--- src/hw/gpp_pkg.sv ---
package gpp_pkg;

   // register indices; byte address is four times the index
   localparam logic [5:0] IDX_P0_LATCH  = 6'h00;
   localparam logic [5:0] IDX_P1_LATCH  = 6'h01;
   localparam logic [5:0] IDX_P2_LATCH  = 6'h02;
   localparam logic [5:0] IDX_P3_LATCH  = 6'h03;
   localparam logic [5:0] IDX_MODE      = 6'h04;
   localparam logic [5:0] IDX_P1_DIR    = 6'h09;
   localparam logic [5:0] IDX_P3_DIR    = 6'h0a;
   localparam logic [5:0] IDX_P0_DRIVE  = 6'h0b;
   localparam logic [5:0] IDX_P0_PIN    = 6'h0c;
   localparam logic [5:0] IDX_P2_PIN    = 6'h0d;
   localparam logic [5:0] IDX_CONV      = 6'h0e;
   localparam logic [5:0] IDX_EXT_INT   = 6'h37;

   // reset values
   localparam logic [7:0] P0_LATCH_RST  = 8'hff;
   localparam logic [7:0] P0_DRIVE_RST  = 8'h00;
   localparam logic [6:0] P1_LATCH_RST  = 7'h00;
   localparam logic [6:0] P1_DIR_RST    = 7'h00;
   localparam logic [2:0] P2_LATCH_RST  = 3'h7;
   localparam logic [7:0] P3_LATCH_RST  = 8'h00;
   localparam logic [7:0] P3_DIR_RST    = 8'h00;
   localparam logic [7:0] CONV_RST      = 8'h10;
   localparam logic [7:0] EXT_INT_RST   = 8'h00;
   localparam logic [7:0] MODE_RST      = 8'h00;

   // field positions
   localparam int CONV_SEL_LSB   = 0;
   localparam int CONV_SEL_W     = 3;
   localparam int CONV_ANALOG_OFF_BIT = 4;
   localparam int EXT_INT_EN_BIT = 6;
   localparam int MODE_STOP_BIT  = 0;
   localparam int MODE_DUAL_BIT  = 1;
   localparam int AIN_BASE       = 2;
   localparam int AIN_COUNT      = 6;

   typedef struct packed {
      logic [7:0] p0;
      logic [6:0] p1;
      logic [2:0] p2;
      logic [7:0] p3;
   } gpp_pins_t;

   typedef enum logic [2:0] {
      st_idle             = 3'b001,
      st_first_bus_state  = 3'b010,
      st_second_bus_state = 3'b100
   } gpp_state_t;

endpackage

--- src/hw/gpp_sync.sv ---
`timescale 1ns/100ps
module gpp_sync #(
   parameter int W = 26
) (
   // clock and reset
   input  wire logic         mclk_in,
   input  wire logic         resetn_in,
   // data
   input  wire logic [W-1:0] d_in,
   output logic      [W-1:0] q_out
);
   logic [W-1:0] meta;

   // two stages; first stage read only by the second
   always_ff @(posedge mclk_in) begin
      if (!resetn_in) begin
         meta  <= '0;
         q_out <= '0;
      end else begin
         meta  <= d_in;
         q_out <= meta;
      end
   end
endmodule // gpp_sync

--- src/hw/gpp_top.sv ---
// Notes on behaviour
// - outputs latched; inputs read live pin level
// - pins sampled in first bus state
// - written pin values change in second state
// - reset: port0 latch ones, drive select zero
// - drive bit: 0 open-drain, 1 push-pull
// - port0 drives latch; inputs need latch one
// - port0 latch and pin read separate
// - port1 reset: direction and latch zero
// - port1 bit1 always feeds interrupt logic
// - port1 bit0 port or interrupt input
// - interrupt pin enable at control bit six
// - port2 latch resets to all ones
// - port2 bits1-2 resonator in dual clock
// - port2 bit0 floats in stop; falling edge
// - port2 reads upper bits undefined
// - port3 reset: inputs, analog disable set
// - analog-selected port3 pins override direction
// - port3 direction one drives latch bit
// - analog and output pins read latch, input pins read pin level
// - writes never drive analog-selected pins
// - input-mode bits read pin level
//
// Local design decision: register access over Avalon-MM.
`timescale 1ns/100ps
module gpp_top (
   // clock and reset
   input  wire logic                mclk_in,
   input  wire logic                resetn_in,
   // avalon-mm slave
   input  wire logic [7:0]          address_in,
   input  wire logic                read_in,
   input  wire logic                write_in,
   input  wire logic [31:0]         writedata_in,
   input  wire logic [3:0]          byteenable_in,
   output logic      [31:0]         readdata_out,
   output logic                     waitrequest_out,
   // port pins
   input  wire gpp_pkg::gpp_pins_t  pins_in,
   output gpp_pkg::gpp_pins_t       pins_out,
   output gpp_pkg::gpp_pins_t       pins_oe_out,
   // external interrupt feeds
   output logic                     ext_int0_level_out,
   output logic                     ext_int1_level_out,
   output logic                     ext_int5_fall_out,
   // analog pin selection for the converter
   output logic      [7:0]          analog_pins_out
);
   gpp_pkg::gpp_state_t state;
   gpp_pkg::gpp_pins_t  sp;
   gpp_pkg::gpp_pins_t  next_out;
   gpp_pkg::gpp_pins_t  next_oe;
   logic [7:0]          p0_latch;
   logic [7:0]          p0_drive;
   logic [6:0]          p1_latch;
   logic [6:0]          p1_dir;
   logic [2:0]          p2_latch;
   logic [7:0]          p3_latch;
   logic [7:0]          p3_dir;
   logic [7:0]          conv_ctrl;
   logic [7:0]          ext_int_ctrl;
   logic [7:0]          mode_ctrl;
   logic [7:0]          next_p0_latch;
   logic [7:0]          next_p0_drive;
   logic [6:0]          next_p1_latch;
   logic [6:0]          next_p1_dir;
   logic [2:0]          next_p2_latch;
   logic [7:0]          next_p3_latch;
   logic [7:0]          next_p3_dir;
   logic [7:0]          next_conv;
   logic [7:0]          next_ext_int;
   logic [7:0]          next_mode;
   logic [7:0]          next_amask;
   logic [7:0]          amask;
   logic [7:0]          rd_byte;
   logic [5:0]          idx;
   logic                wr_now;
   logic                p2_bit0_prev;

   // analog pins chosen by the channel select, none when disabled
   function automatic logic [7:0] ana_mask(input logic [7:0] conv);
      logic [2:0] sel;
      logic [7:0] m;
      sel = conv[gpp_pkg::CONV_SEL_LSB +: gpp_pkg::CONV_SEL_W];
      m   = 8'h00;
      if (!conv[gpp_pkg::CONV_ANALOG_OFF_BIT] && (int'(sel) < gpp_pkg::AIN_COUNT)) begin
         m[int'(sel) + gpp_pkg::AIN_BASE] = 1'b1;
      end
      return m;
   endfunction

   // latch where selected, live pin level elsewhere
   function automatic logic [7:0] mix(input logic [7:0] lat,
                                      input logic [7:0] pin,
                                      input logic [7:0] sel);
      return (lat & sel) | (pin & ~sel);
   endfunction

   gpp_sync #(
      .W ($bits(gpp_pkg::gpp_pins_t))
   ) u_sync (
      .mclk_in   (mclk_in),
      .resetn_in (resetn_in),
      .d_in      (pins_in),
      .q_out     (sp)
   );

   assign idx    = address_in[7:2];
   assign wr_now = (state == gpp_pkg::st_second_bus_state) && write_in && byteenable_in[0];
   assign amask  = ana_mask(conv_ctrl);

   // bus cycle: idle, first state, second state
   always_ff @(posedge mclk_in) begin
      if (!resetn_in) begin
         state           <= gpp_pkg::st_idle;
         waitrequest_out <= 1'b1;
      end else begin
         case (state)
            gpp_pkg::st_idle: begin
               if (read_in || write_in) begin
                  state <= gpp_pkg::st_first_bus_state;
               end
            end
            gpp_pkg::st_first_bus_state: begin
               state           <= gpp_pkg::st_second_bus_state;
               waitrequest_out <= 1'b0;
            end
            gpp_pkg::st_second_bus_state: begin
               state           <= gpp_pkg::st_idle;
               waitrequest_out <= 1'b1;
            end
            default: begin
               state           <= gpp_pkg::st_idle;
               waitrequest_out <= 1'b1;
            end
         endcase
      end
   end

   // read data, pins taken in the first state
   always_comb begin
      case (idx)
         gpp_pkg::IDX_P0_LATCH: rd_byte = p0_latch;
         gpp_pkg::IDX_P0_PIN:   rd_byte = sp.p0;
         gpp_pkg::IDX_P0_DRIVE: rd_byte = p0_drive;
         gpp_pkg::IDX_P1_LATCH: rd_byte = mix({1'b0, p1_latch}, {1'b0, sp.p1},
                                              {1'b0, p1_dir});
         gpp_pkg::IDX_P1_DIR:   rd_byte = {1'b0, p1_dir};
         gpp_pkg::IDX_P2_LATCH: rd_byte = {5'h00, p2_latch};
         gpp_pkg::IDX_P2_PIN:   rd_byte = {5'h00, sp.p2};
         gpp_pkg::IDX_P3_LATCH: rd_byte = mix(p3_latch, sp.p3, p3_dir | amask);
         gpp_pkg::IDX_P3_DIR:   rd_byte = p3_dir;
         gpp_pkg::IDX_CONV:     rd_byte = conv_ctrl;
         gpp_pkg::IDX_EXT_INT:  rd_byte = ext_int_ctrl;
         gpp_pkg::IDX_MODE:     rd_byte = mode_ctrl;
         default:               rd_byte = 8'h00;
      endcase
   end

   always_ff @(posedge mclk_in) begin
      if (!resetn_in) begin
         readdata_out <= 32'h0000_0000;
      end else if (state == gpp_pkg::st_first_bus_state) begin
         readdata_out <= {24'h00_0000, rd_byte};
      end
   end

   // register writes, taken in the second state
   always_comb begin
      next_p0_latch = p0_latch;
      next_p0_drive = p0_drive;
      next_p1_latch = p1_latch;
      next_p1_dir   = p1_dir;
      next_p2_latch = p2_latch;
      next_p3_latch = p3_latch;
      next_p3_dir   = p3_dir;
      next_conv     = conv_ctrl;
      next_ext_int  = ext_int_ctrl;
      next_mode     = mode_ctrl;
      if (wr_now) begin
         case (idx)
            gpp_pkg::IDX_P0_LATCH: next_p0_latch = writedata_in[7:0];
            gpp_pkg::IDX_P0_DRIVE: next_p0_drive = writedata_in[7:0];
            gpp_pkg::IDX_P1_LATCH: next_p1_latch = writedata_in[6:0];
            gpp_pkg::IDX_P1_DIR:   next_p1_dir   = writedata_in[6:0];
            gpp_pkg::IDX_P2_LATCH: next_p2_latch = writedata_in[2:0];
            gpp_pkg::IDX_P3_LATCH: next_p3_latch = writedata_in[7:0];
            gpp_pkg::IDX_P3_DIR:   next_p3_dir   = writedata_in[7:0];
            gpp_pkg::IDX_CONV:     next_conv     = writedata_in[7:0];
            gpp_pkg::IDX_EXT_INT:  next_ext_int  = writedata_in[7:0]
                                                   & (8'h01 << gpp_pkg::EXT_INT_EN_BIT);
            gpp_pkg::IDX_MODE:     next_mode     = writedata_in[7:0] & 8'h03;
            default:               next_mode     = mode_ctrl;
         endcase
      end
   end

   always_ff @(posedge mclk_in) begin
      if (!resetn_in) begin
         p0_latch <= gpp_pkg::P0_LATCH_RST;
         p0_drive <= gpp_pkg::P0_DRIVE_RST;
      end else begin
         p0_latch <= next_p0_latch;
         p0_drive <= next_p0_drive;
      end
   end

   always_ff @(posedge mclk_in) begin
      if (!resetn_in) begin
         p1_latch <= gpp_pkg::P1_LATCH_RST;
         p1_dir   <= gpp_pkg::P1_DIR_RST;
         p2_latch <= gpp_pkg::P2_LATCH_RST;
      end else begin
         p1_latch <= next_p1_latch;
         p1_dir   <= next_p1_dir;
         p2_latch <= next_p2_latch;
      end
   end

   always_ff @(posedge mclk_in) begin
      if (!resetn_in) begin
         p3_latch <= gpp_pkg::P3_LATCH_RST;
         p3_dir   <= gpp_pkg::P3_DIR_RST;
         conv_ctrl <= gpp_pkg::CONV_RST;
      end else begin
         p3_latch  <= next_p3_latch;
         p3_dir    <= next_p3_dir;
         conv_ctrl <= next_conv;
      end
   end

   always_ff @(posedge mclk_in) begin
      if (!resetn_in) begin
         ext_int_ctrl <= gpp_pkg::EXT_INT_RST;
         mode_ctrl    <= gpp_pkg::MODE_RST;
      end else begin
         ext_int_ctrl <= next_ext_int;
         mode_ctrl    <= next_mode;
      end
   end

   // pin drive from the values about to be latched
   always_comb begin
      next_amask     = ana_mask(next_conv);
      next_out.p0    = next_p0_latch;
      next_oe.p0     = ~next_p0_latch | next_p0_drive;
      next_out.p1    = next_p1_latch;
      next_oe.p1     = next_p1_dir;
      next_out.p2    = next_p2_latch;
      next_oe.p2     = ~next_p2_latch;
      if (next_mode[gpp_pkg::MODE_DUAL_BIT]) begin
         next_oe.p2[2:1] = 2'b00;
      end
      if (next_mode[gpp_pkg::MODE_STOP_BIT]) begin
         next_oe.p2[0] = 1'b0;
      end
      next_out.p3    = next_p3_latch & ~next_amask;
      next_oe.p3     = next_p3_dir & ~next_amask;
   end

   always_ff @(posedge mclk_in) begin
      if (!resetn_in) begin
         pins_out        <= '{p0: gpp_pkg::P0_LATCH_RST, p1: gpp_pkg::P1_LATCH_RST,
                              p2: gpp_pkg::P2_LATCH_RST, p3: gpp_pkg::P3_LATCH_RST};
         pins_oe_out     <= '{p0: 8'h00, p1: 7'h00, p2: 3'h0, p3: 8'h00};
         analog_pins_out <= 8'h00;
      end else begin
         pins_out        <= next_out;
         pins_oe_out     <= next_oe;
         analog_pins_out <= next_amask;
      end
   end

   // interrupt feeds from the synchronised pins
   always_ff @(posedge mclk_in) begin
      if (!resetn_in) begin
         ext_int0_level_out <= 1'b1;
         ext_int1_level_out <= 1'b0;
         ext_int5_fall_out  <= 1'b0;
         p2_bit0_prev       <= 1'b0;
      end else begin
         ext_int0_level_out <= ext_int_ctrl[gpp_pkg::EXT_INT_EN_BIT] ? sp.p1[0]
                                                                   : 1'b1;
         ext_int1_level_out <= sp.p1[1];
         ext_int5_fall_out  <= p2_bit0_prev & ~sp.p2[0];
         p2_bit0_prev       <= sp.p2[0];
      end
   end
endmodule // gpp_top

--- config.mk ---
export PLATFORM = sky130hd
export DESIGN_NAME = gpp_top
export DESIGN_NICKNAME = d
export VERILOG_FILES = /design/src/hw/gpp_pkg.sv /design/src/hw/gpp_sync.sv /design/src/hw/gpp_top.sv
export SDC_FILE = /design/constraint.sdc
export NUM_CORES = 1
export LEC_CHECK = 0
export ABC_AREA = 1
export ABC_CLOCK_PERIOD_IN_PS = 1500
export BUFFER_PORTS_ARGS = -buffer_cell sky130_fd_sc_hd__buf_2
export CORE_MARGIN = 8
export CORE_UTILIZATION = 28
export CTS_CLUSTER_SIZE = 40
export DETAILED_ROUTE_END_ITERATION = 10
export GPL_TIMING_DRIVEN = 0
export HOLD_SLACK_MARGIN = 0.06
export PLACE_DENSITY = 0.58
export SYNTH_ARGS = -nofsm -noshare
export SYNTH_HDL_FRONTEND = slang
export SYNTH_SLANG_ARGS = --single-unit
export TNS_END_PERCENT = 10
--- constraint.sdc ---
create_clock -name mclk_in -period 1.5 [get_ports mclk_in]
set_clock_uncertainty 0.05 [all_clocks]
set_input_delay 0.075 -clock mclk_in [delete_from_list [all_inputs] [get_ports mclk_in]]
set_output_delay 0.075 -clock mclk_in [all_outputs]
set_load 0.01 [all_outputs]
==> reports/results.txt <==
status = finished with violations
failing checks = setup timing
layer with the highest usage = met2
Placement Rows = 55
Total Die Area = 27520 µm²
Worst-path clk slew = 0.07 ns
vias per cell = 4.215
first-pass GRT wire length = 31110 µm
worst slew pin tran = 0.6637 ns
RR Endpoint = pins_oe_out[5]$_SDFF_PN0_
vias in the first global route = 5590
Worst Hold Slack = 0.1617 ns
met2 Use GR = 22.45%
Hold Path End = pins_out[21]$_SDFF_PN1_
n_diodes = 0
Reg2Reg Depth = 10
Largest stage delay, worst path = 0.33 ns
Req. time, crit path = 1.80 ns
number of synthesis warnings = 0
setup slack, reg-to-reg = -0.20 ns
Post-DP HPWL = 15140 µm
synth unique cells = 32
Seq/Total Area, Yosys = 51.87%
RR Startpoint = state[1]$_SDFFE_PN0P_
Root Buffer = clkbuf_16
wire per inst = 14.77 µm
fin. max-slew vios = 0
port bufs = 115
post-route setup slack = -0.1985 ns
Routed WL = 19750 µm
slew margin rel. = 55.75%
Slowest cell on crit path = dfxtp_2
Syn Area/Cell = 7.625 µm²
via count = 5635
final core utilization = 38.51%
initial cell density of the core = 28.13%
CTS tree = built
nets = 1113
M3 GR Usage = 4.088%
ANT nets after route = 0
Worst Hold Path Cells = 4
Max Fclk = 588.8 MHz
Clock Path Buffers = 2
Max IR drop VDD = 0.4822 mV
Ports = 170
MaxCap Viol Count = 0
largest area contributor in the netlist = dfxtp_1
WP data arrival = 2.00 ns
Min-Delay Path Class = primary input to register
Worst setup EP type = register
CTS Buf Count = 17
clk sink count = 163
number of synthesized register bits = 163
layout cell share with drive strength beyond 1 = 25.38%
Critical Path Fanout Max = 5
top-area cell type share of the netlist area = 51.87%
Final Critical Period = 1.698 ns
final setup vio count = 56
final hold vios = 0
crit-path cells = inv_2 -> nand3_2 -> nor2_4 -> nand2_4 -> buf_4 -> o21ai_4 -> inv_2 -> nand2_4 -> inv_1 -> a21oi_1
Remaining DRCs = 0
Horiz. Die Dim = 165.9 µm
Mapped Cells = 825
core area = 22370 µm²
CTS H-Tree Depth = 4
area grow syn2layout = 36.91%
grt ovf = 0
initial antenna violation count = 0
crit path launch type = register
DRT iter0 DRCs = 444
largest net degree at the start of global routing = 18
Final Wtd Congestion = 0.8983
Tcrit/Tclk final = 113.2%
Mapped Area = 6291 µm²
largest cells by area after synthesis = dfxtp_1 52%, nand2_1 12%, inv_1 7.4%, nor2_1 4.7%, a21oi_1 3.7%
min-delay src = resetn_in
Clock Latency Late Sink = 0.43 ns
Initial DRT Pass Iterations = 7
PwrDens = 1067 nW/µm²
M1 GR Usage = 18.55%
Pleak = 0.004455 µW
CP Class = register to register
GRT Util Overall = 14.38%
Die Span Y = 165.9 µm
RSZ-0062 raised after global routing = true
==> cells in the final DEF (no fill, tap or decap), types with 4 or more instances in the layout <==
| cell type | netlist | routed |
|---|---|---|
| nor3_1 | 14 | 12 |
| o21ai_2 | 1 | 5 |
| nor2_2 | 4 | 9 |
| nor2_1 | 78 | 71 |
| inv_1 | 124 | 113 |
| nor3_2 | 3 | 4 |
| o21ai_1 | 6 | 8 |
| buf_2 | 3 | 116 |
| buf_4 | 27 | 39 |
| conb_1 | 1 | 26 |
| dfxtp_1 | 163 | 159 |
| a21oi_1 | 47 | 40 |
| o31ai_1 | 8 | 5 |
| clkbuf_1 | 13 | 12 |
| nand3b_1 | 5 | 5 |
| inv_8 | 0 | 6 |
| nand3_1 | 32 | 31 |
| nor2_4 | 4 | 6 |
| o21a_1 | 6 | 6 |
| nand2_4 | 1 | 8 |
| o21ai_0 | 43 | 36 |
| clkbuf_16 | 0 | 17 |
| clkinv_4 | 0 | 6 |
| nand4_1 | 6 | 6 |
| buf_6 | 1 | 4 |
| inv_2 | 3 | 10 |
| o211ai_1 | 8 | 8 |
| nand2_1 | 203 | 200 |
| dlygate4sd3_1 | 0 | 40 |
| a21oi_2 | 0 | 7 |
| nand2_2 | 11 | 7 |
==> area by class of cell <==
type                    count  area (µm²)
plain buffers              46       309.0
clock buffers              17       425.4
multi-input cells         511        2506
fillers                  2356       13750
flip-flops and latches    163        3273
clock inverters            15       141.4
repair buffers            170        1095
well taps                 285       356.6
inverters                 130       506.7
==> metrics by stage <==
step                std cells   TNS, ns  area, µm²  setup slack (ns)  total power (µW)
floorplan                 850  -0.07756       6390          -0.01946              4805
global placement         1250    -41.45       7322           -0.5087              4990
detailed placement       1250    -41.43       7322           -0.5016              4994
CTS                      1331    -8.522       8458           -0.2310              9268
global route             1337    -13.76       8613           -0.3039              9551
finish                   1337    -6.370       8613           -0.1985              9194
==> sequential cells by signal, indices dropped and copies added, names as in the netlist <==
register	count
conv_ctrl	8
readdata_out	8
ext_int0_level_out	1
mode_ctrl	2
u_sync.meta	26
p0_drive	8
analog_pins_out	8
p2_bit0_prev	1
ext_int5_fall_out	1
p3_latch	8
pins_oe_out	26
p3_dir	8
ext_int_ctrl	1
waitrequest_out	1
u_sync.q_out	26
state	3
ext_int1_level_out	1
pins_out	26
==> cells by family after synthesis <==
family | after synthesis | synth area share, %
compound gates | 122 | 11.04
buf+inv | 176 | 12.31
flops | 163 | 51.87
other cells | 1 | 0.05961
simple gates | 363 | 24.72
==> power by group <==
part / internal (µW) / total, µW / switching, µW
Combinational: 243 / 581 / 337
Sequential: 4410 / 4440 / 30.3
Clock: 2210 / 4170 / 1970
Total: 6860 / 9190 / 2330
==> critical path, delay by kind of cell (launching register included) <==
family                 cells  cell delay, ns
buffers and inverters      4            0.36
and+or+nand+nor            4            0.53
DFF                        1            0.33
AOI/OAI and AO/OA          2            0.36
==> repair_timing <==
action	CTS	global route
hold buffers	41	0
buffers inserted	8	5
cloned	0	1
gates resized for setup	41	38
pin swaps	7	12
hold endpoints to repair	77	0
endpoints found under the setup margin	103	98
==> cell usage after synthesis (all sizes together) <==
cell type	n
nor3b	2
o21ai	52
dfxtp	163
clkbuf	13
conb	1
o211ai	8
a21o	1
a21oi	47
nor2	86
clkinv	3
o31ai	8
nor3	17
o21a	6
buf	33
nand3b	5
nand2	215
inv	127
nand4	6
nand3	32
==> per-layer routing <==
metal / part of all wire [%] / wire (µm)
met5: 0 / 0
met4: 2.4 / 471
met3: 6.9 / 1356
met2: 44 / 8611
met1: 47 / 9314
==> worst max-delay path by stage <==
| stage | cells after the start | endpoint | from |
|---|---|---|---|
| after floorplan | 10 | pins_out[5]$_SDFF_PN0_ | state[1]$_SDFFE_PN0P_ |
| after global placement | 5 | pins_out[17]$_SDFFE_PN0P_ | resetn_in |
| after detailed placement | 5 | pins_out[17]$_SDFFE_PN0P_ | resetn_in |
| after CTS | 8 | pins_out[7]$_SDFF_PN0_ | state[1]$_SDFFE_PN0P_ |
| after global routing | 10 | pins_oe_out[5]$_SDFF_PN0_ | state[1]$_SDFFE_PN0P_ |
| final | 10 | pins_oe_out[5]$_SDFF_PN0_ | state[1]$_SDFFE_PN0P_ |
No activity file was read; power rests on OpenSTA's default activity.
